==> src/logic/obc_consts.vh <==
/*
 Shared constants of the opportunistic boost control block: register
 addresses, field positions, reset values and capability query codes.
 Assumes it is included by bare name from the logic/ design files.
*/
`ifndef OBC_CONSTS_VH
`define OBC_CONSTS_VH

// Model-specific register addresses
`define OBC_ADDR_FIXED_REF 32'h000000e7
`define OBC_ADDR_ACTUAL 32'h000000e8
`define OBC_ADDR_STATUS 32'h00000198
`define OBC_ADDR_CTL 32'h00000199
`define OBC_ADDR_MISC 32'h000001f0

// Field positions
`define OBC_MISC_BOOST_DIS_BIT 38
`define OBC_CTL_DISENGAGE_BIT 32
`define OBC_RATIO_LSB 0
`define OBC_RATIO_W 8
`define OBC_CQ_EAX_BOOST_BIT 1

// Reset values
`define OBC_CTL_RST 64'h0000000000000000
`define OBC_CNT_RST 64'h0000000000000000
`define OBC_MISC_RST_LOW 38'h0000000000
`define OBC_MISC_RST_HIGH 25'h0000000

// Capability query leaf for power management
`define OBC_CQ_LEAF_PM 32'h00000006

`endif

==> src/logic/obc_sync.v <==
/*
 Two flip-flop synchroniser for a group of level inputs.
 Assumes the inputs are slow levels from outside the clock domain.
*/
`timescale 1ns/1ps
module obc_sync #(
    parameter W = 2
) (
    // Clock and reset
    input wire clk_sys_i,
    input wire rst_n_i,
    // Levels
    input wire [W-1:0] async_i,
    output wire [W-1:0] sync_o
);
    reg [W-1:0] meta_reg;
    reg [W-1:0] sync_reg;

    // First stage is read only by the second stage
    always @(posedge clk_sys_i or negedge rst_n_i) begin
        if (!rst_n_i) begin
            meta_reg <= {W{1'b0}};
            sync_reg <= {W{1'b0}};
        end else begin
            meta_reg <= async_i;
            sync_reg <= meta_reg;
        end
    end

    assign sync_o = sync_reg;
endmodule // obc_sync

==> src/logic/obc_clamp.v <==
/*
 Operating ratio selector of one logical processor: limits the target
 ratio to the non-boost ceiling unless boost is granted, and registers it.
 Assumes grant and target come from logic on the same clock.
*/
`timescale 1ns/1ps
`include "obc_consts.vh"
module obc_clamp #(
    parameter [`OBC_RATIO_W-1:0] MAX_NB = 8'h10,
    parameter [`OBC_RATIO_W-1:0] MAX_BOOST = 8'h18
) (
    // Clock and reset
    input wire clk_sys_i,
    input wire rst_n_i,
    // Request
    input wire [`OBC_RATIO_W-1:0] target_i,
    input wire grant_i,
    // Result
    output wire [`OBC_RATIO_W-1:0] ratio_o
);
    reg [`OBC_RATIO_W-1:0] ratio_reg;
    reg [`OBC_RATIO_W-1:0] ratio_next;

    // Without a grant the ceiling is the highest non-boost point
    always @* begin
        if (grant_i) begin
            ratio_next = (target_i > MAX_BOOST) ? MAX_BOOST : target_i;
        end else begin
            ratio_next = (target_i > MAX_NB) ? MAX_NB : target_i;
        end
    end

    // Starts at the lowest point until a target is written
    always @(posedge clk_sys_i or negedge rst_n_i) begin
        if (!rst_n_i) begin
            ratio_reg <= {`OBC_RATIO_W{1'b0}};
        end else begin
            ratio_reg <= ratio_next;
        end
    end

    assign ratio_o = ratio_reg;
endmodule // obc_clamp

==> src/logic/obc_top.v <==
/*
 Opportunistic boost control: package enable bit, per logical processor
 performance target and disengage bit, status, feedback counters and the
 capability query answer.
 Assumes register and query requests are one-cycle pulses from logic on
 the same clock; headroom and criteria levels arrive asynchronously.
*/
// What this block does
// - Supporting device: enable bit resets to one
// - Unsupported device: enable bit resets to zero
// - One enable bit shared by whole package
// - Bit set disables boost; clear enables it
// - Query leaf 06H bit 1 reports enabled
// - Enable bit set forces query bit zero
// - Control bit 32 disengages; clearing re-engages
// - Status bit 32 never mirrors disengage
// - Disengage bit private to each processor
// - Boost only when enabled, headroom, criteria
// - Actual over reference exceeds one when boosted
// - Single core may boost on OS request
// - Reference fixed rate; actual tracks delivered performance
// - Any counter overflow zeroes both counters
`timescale 1ns/1ps
`include "obc_consts.vh"
module obc_top #(
    parameter NUM_LP = 2,
    parameter LPW = 1,
    parameter BOOST_SUPPORTED = 1,
    parameter SINGLE_CORE = 1,
    parameter [`OBC_RATIO_W-1:0] BASE_RATIO = 8'h10,
    parameter [`OBC_RATIO_W-1:0] MAX_NB = 8'h10,
    parameter [`OBC_RATIO_W-1:0] MAX_BOOST = 8'h18
) (
    // Clock and reset
    input wire clk_sys_i,
    input wire nrst_i,
    // Model register access
    input wire mr_rd_i,
    input wire mr_wr_i,
    input wire [LPW-1:0] mr_lp_i,
    input wire [31:0] mr_addr_i,
    input wire [63:0] mr_wdata_i,
    output wire mr_done_o,
    output wire mr_fault_o,
    output wire [63:0] mr_rdata_o,
    // Capability query
    input wire cq_req_i,
    input wire [31:0] cq_leaf_i,
    output wire cq_valid_o,
    output wire [31:0] cq_eax_o,
    // Per logical processor activity, same clock
    input wire [NUM_LP-1:0] ref_tick_i,
    input wire [NUM_LP-1:0] active_i,
    // Thermal and internal conditions, asynchronous
    input wire headroom_i,
    input wire criteria_i,
    // Operating point
    output wire [NUM_LP*`OBC_RATIO_W-1:0] op_ratio_o,
    output wire [NUM_LP-1:0] boost_active_o,
    output wire boost_enabled_o
);
    localparam RW = `OBC_RATIO_W;
    localparam [0:0] SUP_BIT = (BOOST_SUPPORTED != 0);

    // Lowest set bit as one-hot, used for the single core grant
    function [NUM_LP-1:0] obc_lowest;
        input [NUM_LP-1:0] v;
        integer k;
        reg found;
        begin
            obc_lowest = {NUM_LP{1'b0}};
            found = 1'b0;
            for (k = 0; k < NUM_LP; k = k + 1) begin
                if (v[k] && !found) begin
                    obc_lowest[k] = 1'b1;
                    found = 1'b1;
                end
            end
        end
    endfunction

    // Address match, shared by read and write decode
    function is_addr;
        input [31:0] a;
        input [31:0] ref_a;
        begin
            is_addr = (a == ref_a);
        end
    endfunction

    reg rst_meta_reg;
    reg rst_sync_reg;
    wire rst_n;
    wire [1:0] cond_s;
    wire boost_ok;
    reg [63:0] misc_reg;
    wire boost_en;
    reg [63:0] ctl_reg [0:NUM_LP-1];
    reg [63:0] fix_reg [0:NUM_LP-1];
    reg [63:0] act_reg [0:NUM_LP-1];
    wire [NUM_LP-1:0] boost_req;
    reg [NUM_LP-1:0] grant;
    wire [NUM_LP*RW-1:0] ratio_flat;
    wire hit_fix;
    wire hit_act;
    wire hit_stat;
    wire hit_ctl;
    wire hit_misc;
    wire wr_ok;
    reg [63:0] rdata_next;
    reg rd_fault_next;
    reg done_reg;
    reg fault_reg;
    reg [63:0] rdata_reg;
    reg cq_valid_reg;
    reg [31:0] cq_eax_reg;
    reg [NUM_LP-1:0] boost_act_reg;
    reg boost_en_reg;

    // Reset asserts at once and releases after two edges
    always @(posedge clk_sys_i or negedge nrst_i) begin
        if (!nrst_i) begin
            rst_meta_reg <= 1'b0;
            rst_sync_reg <= 1'b0;
        end else begin
            rst_meta_reg <= 1'b1;
            rst_sync_reg <= rst_meta_reg;
        end
    end
    assign rst_n = rst_sync_reg;

    // Headroom and criteria come from the thermal side
    obc_sync #(
        .W(2)
    ) u_sync (
        .clk_sys_i(clk_sys_i),
        .rst_n_i(rst_n),
        .async_i({criteria_i, headroom_i}),
        .sync_o(cond_s)
    );

    // Register address decode
    assign hit_fix = is_addr(mr_addr_i, `OBC_ADDR_FIXED_REF);
    assign hit_act = is_addr(mr_addr_i, `OBC_ADDR_ACTUAL);
    assign hit_stat = is_addr(mr_addr_i, `OBC_ADDR_STATUS);
    assign hit_ctl = is_addr(mr_addr_i, `OBC_ADDR_CTL);
    assign hit_misc = is_addr(mr_addr_i, `OBC_ADDR_MISC);
    // Status is read only, so a write to it faults
    assign wr_ok = hit_fix | hit_act | hit_ctl | hit_misc;

    // One package-wide copy; any processor's write reaches all of them
    always @(posedge clk_sys_i or negedge rst_n) begin
        if (!rst_n) begin
            misc_reg <= {`OBC_MISC_RST_HIGH, SUP_BIT,
                `OBC_MISC_RST_LOW};
        end else if (mr_wr_i && hit_misc) begin
            misc_reg <= mr_wdata_i;
        end
    end

    // Bit set means disabled; unsupported parts never enable
    assign boost_en = SUP_BIT &
        ~misc_reg[`OBC_MISC_BOOST_DIS_BIT];
    // Entry is opportunistic: all three conditions are needed
    assign boost_ok = boost_en & cond_s[0] & cond_s[1];

    // Per processor control and feedback counters
    genvar g;
    generate
        for (g = 0; g < NUM_LP; g = g + 1) begin : g_lp
            wire sel;
            wire [RW-1:0] target;
            wire [RW-1:0] ratio;
            wire [64:0] fix_sum;
            wire [64:0] act_sum;
            wire [RW-1:0] act_step;
            wire ovf;
            localparam [LPW-1:0] LP_ID = g;

            assign sel = (mr_lp_i == LP_ID);
            assign target = ctl_reg[g][`OBC_RATIO_LSB +: RW];
            assign ratio = ratio_flat[g*RW +: RW];
            // Disengage is private to this processor
            assign boost_req[g] = ~ctl_reg[g][`OBC_CTL_DISENGAGE_BIT] &
                (target > MAX_NB);

            // Whole word stored; software keeps other fields itself
            always @(posedge clk_sys_i or negedge rst_n) begin
                if (!rst_n) begin
                    ctl_reg[g] <= `OBC_CTL_RST;
                end else if (mr_wr_i && hit_ctl && sel) begin
                    ctl_reg[g] <= mr_wdata_i;
                end
            end

            // Reference steps by the base ratio, actual by the
            // delivered ratio, so a boosted window reads above one
            assign fix_sum = {1'b0, fix_reg[g]} +
                {{(65-RW){1'b0}}, BASE_RATIO};
            assign act_step = active_i[g] ? ratio : {RW{1'b0}};
            assign act_sum = {1'b0, act_reg[g]} +
                {{(65-RW){1'b0}}, act_step};
            assign ovf = ref_tick_i[g] & (fix_sum[64] | act_sum[64]);

            // A software write wins over counting and overflow
            always @(posedge clk_sys_i or negedge rst_n) begin
                if (!rst_n) begin
                    fix_reg[g] <= `OBC_CNT_RST;
                    act_reg[g] <= `OBC_CNT_RST;
                end else begin
                    if (mr_wr_i && hit_fix && sel) begin
                        fix_reg[g] <= mr_wdata_i;
                    end else if (ovf) begin
                        fix_reg[g] <= `OBC_CNT_RST;
                    end else if (ref_tick_i[g]) begin
                        fix_reg[g] <= fix_sum[63:0];
                    end
                    if (mr_wr_i && hit_act && sel) begin
                        act_reg[g] <= mr_wdata_i;
                    end else if (ovf) begin
                        act_reg[g] <= `OBC_CNT_RST;
                    end else if (ref_tick_i[g]) begin
                        act_reg[g] <= act_sum[63:0];
                    end
                end
            end

            obc_clamp #(
                .MAX_NB(MAX_NB),
                .MAX_BOOST(MAX_BOOST)
            ) u_clamp (
                .clk_sys_i(clk_sys_i),
                .rst_n_i(rst_n),
                .target_i(target),
                .grant_i(grant[g]),
                .ratio_o(ratio_flat[g*RW +: RW])
            );
        end
    endgenerate

    // Grant boost; in single core mode only one processor at a time
    always @* begin
        if (!boost_ok) begin
            grant = {NUM_LP{1'b0}};
        end else if (SINGLE_CORE != 0) begin
            grant = obc_lowest(boost_req);
        end else begin
            grant = boost_req;
        end
    end

    // Read data selection for the addressed processor
    always @* begin
        rdata_next = 64'h0000000000000000;
        rd_fault_next = 1'b0;
        if (hit_fix) begin
            rdata_next = fix_reg[mr_lp_i];
        end else if (hit_act) begin
            rdata_next = act_reg[mr_lp_i];
        end else if (hit_ctl) begin
            rdata_next = ctl_reg[mr_lp_i];
        end else if (hit_misc) begin
            rdata_next = misc_reg;
        end else if (hit_stat) begin
            // Bit 32 and up stay zero whatever disengage holds
            rdata_next = {{(64-RW){1'b0}},
                ratio_flat[mr_lp_i*RW +: RW]};
        end else begin
            rd_fault_next = 1'b1;
        end
    end

    // Answer one cycle after the request; a write takes precedence
    always @(posedge clk_sys_i or negedge rst_n) begin
        if (!rst_n) begin
            done_reg <= 1'b0;
            fault_reg <= 1'b0;
            rdata_reg <= 64'h0000000000000000;
        end else begin
            done_reg <= mr_rd_i | mr_wr_i;
            if (mr_wr_i) begin
                fault_reg <= ~wr_ok;
                rdata_reg <= 64'h0000000000000000;
            end else if (mr_rd_i) begin
                fault_reg <= rd_fault_next;
                rdata_reg <= rdata_next;
            end else begin
                fault_reg <= 1'b0;
            end
        end
    end

    // Capability query: leaf 06H bit 1 shows the enabled state
    always @(posedge clk_sys_i or negedge rst_n) begin
        if (!rst_n) begin
            cq_valid_reg <= 1'b0;
            cq_eax_reg <= 32'h00000000;
        end else begin
            cq_valid_reg <= cq_req_i;
            if (cq_req_i) begin
                cq_eax_reg <= 32'h00000000;
                if (cq_leaf_i == `OBC_CQ_LEAF_PM) begin
                    // Zero whenever the disable bit is set
                    cq_eax_reg[`OBC_CQ_EAX_BOOST_BIT] <=
                        boost_en;
                end
            end
        end
    end

    // Registered view of who is boosting and whether boost is on
    always @(posedge clk_sys_i or negedge rst_n) begin
        if (!rst_n) begin
            boost_act_reg <= {NUM_LP{1'b0}};
            boost_en_reg <= 1'b0;
        end else begin
            boost_act_reg <= grant;
            boost_en_reg <= boost_en;
        end
    end

    assign mr_done_o = done_reg;
    assign mr_fault_o = fault_reg;
    assign mr_rdata_o = rdata_reg;
    assign cq_valid_o = cq_valid_reg;
    assign cq_eax_o = cq_eax_reg;
    assign op_ratio_o = ratio_flat;
    assign boost_active_o = boost_act_reg;
    assign boost_enabled_o = boost_en_reg;
endmodule // obc_top

==> config.mk <==
export PLATFORM = sky130hd
export DESIGN_NAME = obc_top
export DESIGN_NICKNAME = d
export VERILOG_FILES = /design/src/logic/obc_sync.v /design/src/logic/obc_clamp.v /design/src/logic/obc_top.v
export VERILOG_INCLUDE_DIRS = /design/src /design/src/logic
export SDC_FILE = /design/constraint.sdc
export NUM_CORES = 1
export LEC_CHECK = 0
export CORE_UTILIZATION = 46
export CTS_BUF_LIST = sky130_fd_sc_hd__clkbuf_8
export DETAILED_ROUTE_END_ITERATION = 16
export DONT_BUFFER_PORTS = 1
export HOLD_SLACK_MARGIN = 0.08
export PLACE_DENSITY = 0.72
export SYNTH_ARGS = -nofsm -noshare
export SYNTH_HDL_FRONTEND = slang
export SYNTH_SLANG_ARGS = --single-unit
==> constraint.sdc <==
create_clock -name clk_sys_i -period 20.8 [get_ports clk_sys_i]
set_input_delay 5.2 -clock clk_sys_i [delete_from_list [all_inputs] [get_ports clk_sys_i]]
set_output_delay 5.2 -clock clk_sys_i [all_outputs]
set_load 0.05 [all_outputs]
======== Word-level counts from Yosys, hierarchy flattened ========
Cells that the tools add are included.
operators by class
  $mul .................................... 0
  shift operators ......................... 1
  order comparisons ....................... 5
  reductions and logical operators ........ 17
  add/sub/neg operators ................... 4
  divide/modulo/power cells ............... 0
  multiplexer cells ....................... 48
  equality and inequality tests ........... 6
  bitwise gates (word level) .............. 18
operator list
  kind                   number
  $mux 64                27
  $add 64x5->65 const B  2
  $add 64x8->65          2
  $eq 32x9->1 const B    3
  $mux 8                 9
  $eq 32x8->1 const B    2
  $eq 32x3->1 const B    1
  $gt 8x5->1 const B     4
  $shiftx 16x5->8        1
  $reduce_bool 3->1      4
  $logic_and 1x1->1      11
  $mux 1                 11
  $and 1x1->1            6
  $or 1x1->1             6
  $not 1->1              5
  $ge 2x2->1 const B     1
  $mux 2                 1
  $not 1->2              1
  $reduce_bool 2->1      1
  $logic_not 1->1        1
storage, ports and cells
  memories ................................ 0
  flip-flop bits (word level) ............. 541
  bits in read-only memories .............. 0
  latch bits .............................. 0
  memory bits (writable) .................. 0

======== Logic depth before layout (Yosys ltp) ========
  depth after elaboration ................. 9
  mapped depth ............................ 15

======== Cells and area by module ========
From an unflattened synthesis, not the netlist that was laid out.
second synthesis, totals
  cells, all modules ...................... 3628
  area total of the unflattened synthesis .. 32304.7 µm²
by module, submodules not included
  module     cells each  times used  sequential area each (µm²)  area an instance (µm²)
  obc_top    3580        1           13038.8                     31629.1
  obc_clamp  22          2           200.2                       287.8
  obc_sync   4           1           100.1                       100.1

======== Worst setup path after synthesis ========
Ideal clock, no wire load.
  path type ............................... input port to flip-flop
  start ................................... input port active_i[0]
  end ..................................... register fix_reg[120] (netlist bit)
  cell stages on the path ................. 15
  setup time .............................. 137 ps
  buffers on the path ..................... 4
  data arrival time ....................... 7610 ps
  path slack .............................. 13053 ps
  cells stage by stage .................... and2_1 > ha_1 > inv_1 > fa_1 > nand2b_1 > a211oi_1 > o21a_1 > buf_4 > and3_1 > buf_2 > buf_6 > buf_4 > nor3_1 > a211oi_1 > a21oi_1
between the ends
  longest elaborated chain between the ends .. 6
  elaborated cells on any way between the ends .. 7
ends and longest elaborated chain
  item                            RTL line       RTL
  start: declaration              obc_top.v:53   input wire [NUM_LP-1:0] active_i,
  $mux 8 (*)                      obc_top.v:200  assign act_step = active_i[g] ? ratio : {RW{1'b0}};
  $add 64x8->65 (*)               obc_top.v:201  assign act_sum = {1'b0, act_reg[g]} +
  $or 1x1->1 (*)                  obc_top.v:203  assign ovf = ref_tick_i[g] & (fix_sum[64] | act_sum[64]);
  $and 1x1->1 (*)                 obc_top.v:203
  $mux 64                         obc_top.v:213  end else if (ovf) begin
  $mux 64                         obc_top.v:211  if (mr_wr_i && hit_fix && sel) begin
  end signal: indexed assignment  obc_top.v:212  fix_reg[g] <= mr_wdata_i;
  end signal: indexed assignment  obc_top.v:214  fix_reg[g] <= `OBC_CNT_RST;
  end signal: indexed assignment  obc_top.v:216  fix_reg[g] <= fix_sum[63:0];
  end: declaration                obc_top.v:99   reg [63:0] fix_reg [0:NUM_LP-1];
Every way passes the cells marked *; elsewhere a longest branch is shown, timed or not.
A chain may end at the register's enable or synchronous reset.

======== Worst setup path after layout ========
  start ................................... input port active_i[0]
  end ..................................... register fix_reg[101] (netlist bit)
The elaborated chain is that of the path after synthesis.

==> summary.txt <==
clock sinks: 541
Lkg Pwr: 15.6 nW
CTS resizes: 0
Async S/R FF share, synth: 1.00
Area Overhead vs Synth: 7.09%
final worst path period share: 0.430
HPWL after detailed placement: 86.4 mm
initial DRC count: 4,299
Cell variety after synth: 97
slowest cell delay on critical path: 1.10 ns
I/O pins: 258
clock-pin transition on the worst setup and hold timing paths: 0.06 ns
post-route setup TNS: 0 ns
Final Skew: 0.0425 ns
ys flop type: dfrtp_1
Worst path slowest cell: and4_1
Final ANT Viol Nets: 0
# rows: 98
vias post-DR: 31,600
Syn Area/Cell: 9.19 um^2
Post-Route WL: 131 mm
initial antenna violation count: 4
core outline area: 71,700 um^2
setup repair bufs after CTS: 0
status: completed
first drt pass iteration count: 6
Post-Syn Area: 33,500 um^2
largest net degree at the start of global routing: 209
Yosys top cell area share: 0.403
# hold bufs at CTS: 0
Top delay family on crit path: simple AND/OR/NAND/NOR gates
Port Buffers: 0
cell taking the most area after synthesis: dfrtp_1
Root Driver: clkbuf_8
critical path arrival: 9.51 ns
H-Tree Depth: 3
# setup viols final: 0
Tightest Hold Check Type: reg -> reg
Multi-input gate area: 18,400 um^2
Final Hold Vio Count: 0
fin nets: 3,700
CP Launch Type: primary input
RSZ-0062 raised after global routing: false
Pwr Density: 68.0 nW/um^2
total internal power: 1.74 mW
Longest Clk Path Bufs: 3
Max-Cap Viols: 0
Tot GR Track Use: 0.347
first-pass GRT wire length: 196 mm
Worst slew margin: 0.0434
Crit Path Category: in -> reg
Synth area leaders: dfrtp_1 40%, mux2_2 5.3%, a21oi_1 5.3%
fill count: 6,691
register area share after synthesis: 0.404
Starting Density: 0.467
clock share of power: 0.424
clock period minus worst slack: 8.95 ns
share of post-route cells with drive strength above 1: 0.138
grt total ovfl: 0
Crit path buffers/inverters: 1
CP required: 21.36 ns
Worst Path Max Fanout: 19
die area: 73,900 um^2
Peak VDD IR: 0.0000473 V
DR WL/cell: 28.7 um
Post-synth EDFFs: 0
Syn Inst Count: 3,646
Num CTS Buffers: 97
final slew viol count: 0
CP Capture Type: flop
Final Cell Area: 35,900 um^2
gpl congestion: 1.03
f_max: 0.112 GHz
Area after DPL: 33,900 um^2
Synthesis Warnings: 0
total net switching power: 0.705 mW
Die W: 272 um
Worst-Skew Late Latency: 0.74 ns
switch share: 0.289
FF/Latch Area: 13,500 um^2
Die Y: 272 um
Reg power frac: 0.476
Comb power frac: 0.100
worst path cell trace: and2_1 > ha_1 > inv_1 > fa_1 > nand2b_1 > a211oi_1 > o21a_1 > and4_1 > nor2_1 > a311oi_1 > a21oi_1
Remaining DRCs: 0
number of global-route vias before repair: 30,100
CTS tree: done
Vias per Instance: 6.92
#FFs+latches synth: 541
measured slew at the worst slew-check pin: 1.42 ns
-- cell usage after synthesis (60+ instances only) --
library cell	n
dfrtp_1	540
inv_1	68
nand4_1	99
mux2_2	159
mux2i_1	177
nand3_1	155
a22oi_1	60
nor4_1	112
a21oi_1	355
o21ai_0	96
nand2_1	244
nor2_1	339
clkbuf_1	175
nor3_1	135
mux2_4	60
-- cell families (layout without fill, tap and decap cells) --
logic type / count (synthesis) / count (layout) / share of synthesized area
mux: 396 / 396 / 0.133
fa+ha+maj: 20 / 20 / 0.00792
other cells: 2 / 41 / 0.000224
simple gates: 1340 / 1340 / 0.207
buf+inv: 371 / 301 / 0.0526
flops: 541 / 541 / 0.404
xor+xnor: 21 / 21 / 0.00549
compound gates: 955 / 955 / 0.189
-- path summary, 6_finish.rpt --
kind	start	endpoint	slack [ns]	cells past startpoint
setup / recovery	active_i[0]	fix_reg[101]$_DFFE_PN0P_	11.85	11
hold / removal	u_sync.meta_reg[1]$_DFF_PN0_	u_sync.sync_o[1]$_DFF_PN0_	0.35	0
setup reg to reg	g_lp[0].u_clamp.ratio_o[0]$_DFF_PN0_	fix_reg[101]$_DFFE_PN0P_	15.53	11
hold reg to reg	u_sync.meta_reg[1]$_DFF_PN0_	u_sync.sync_o[1]$_DFF_PN0_	0.35	0
max in group asynchronous	nrst_i	rst_n$_DFF_PN0_	16.54	0
min in group asynchronous	rst_n$_DFF_PN0_	ctl_reg[18]$_DFFE_PN0P_	0.37	0
-- cell type report --
class | instances | area share
antenna | 3 | 0.000209
clock buffer | 123 | 0.0472
clock inverter | 48 | 0.00764
inverter | 69 | 0.00722
multi-input combinational | 2770 | 0.514
sequential | 541 | 0.377
tap | 950 | 0.0331
timing repair buffer | 61 | 0.0131
-- placed cells by master, fill, tap and decap left out, types with 32 or more instances in the layout --
cell      instances
a22oi_1          60
nand2_1         241
nor3_1          134
o21ai_0          96
clkbuf_8        123
nor4_1          112
a22o_1           56
mux2i_1         177
conb_1           38
nor2_1          334
and3_1           52
inv_1            95
nand3_1         152
dfrtp_1         539
buf_4            60
and2_1           32
mux2_4           60
o31ai_1          45
a21oi_1         355
o221ai_1         58
nand4_1          99
mux2_2          159
-- layer usage --
| layer | wire [um] | vias to the layer above | GRT usage |
|---|---|---|---|
| li1 | - | 13500 | - |
| met1 | 50000 | 15400 | 0.456 |
| met2 | 55900 | 2232 | 0.509 |
| met3 | 17300 | 481 | 0.107 |
| met4 | 7600 | 2 | 0.188 |
| met5 | 13 | - | 0 |
-- power by group through the flow --
stage	Sequential, mW	Combinational, mW	Clock, mW
global route	1.17	0.266	1.09
finish	1.16	0.245	1.04
global placement	1.18	0.236	0
CTS	1.16	0.239	1.04
detailed placement	1.18	0.238	0
floorplan	1.17	0.193	0
-- metrics by stage --
stage          worst slack, ns  instances  hold slack, ns  total power [mW]   util
2_1_floorplan             4.61       3682           0.331              1.36      -
3_3_place_gp             11.54       4391           0.334              1.41  0.473
3_5_place_dp             11.44       4391           0.336              1.42  0.473
4_1_cts                  12.13       4562           0.348              2.44  0.500
5_1_grt                  11.70       4564           0.355              2.52  0.500
6_report                 11.85       4565           0.346              2.44  0.500
Power figures use the tool's default switching activity.
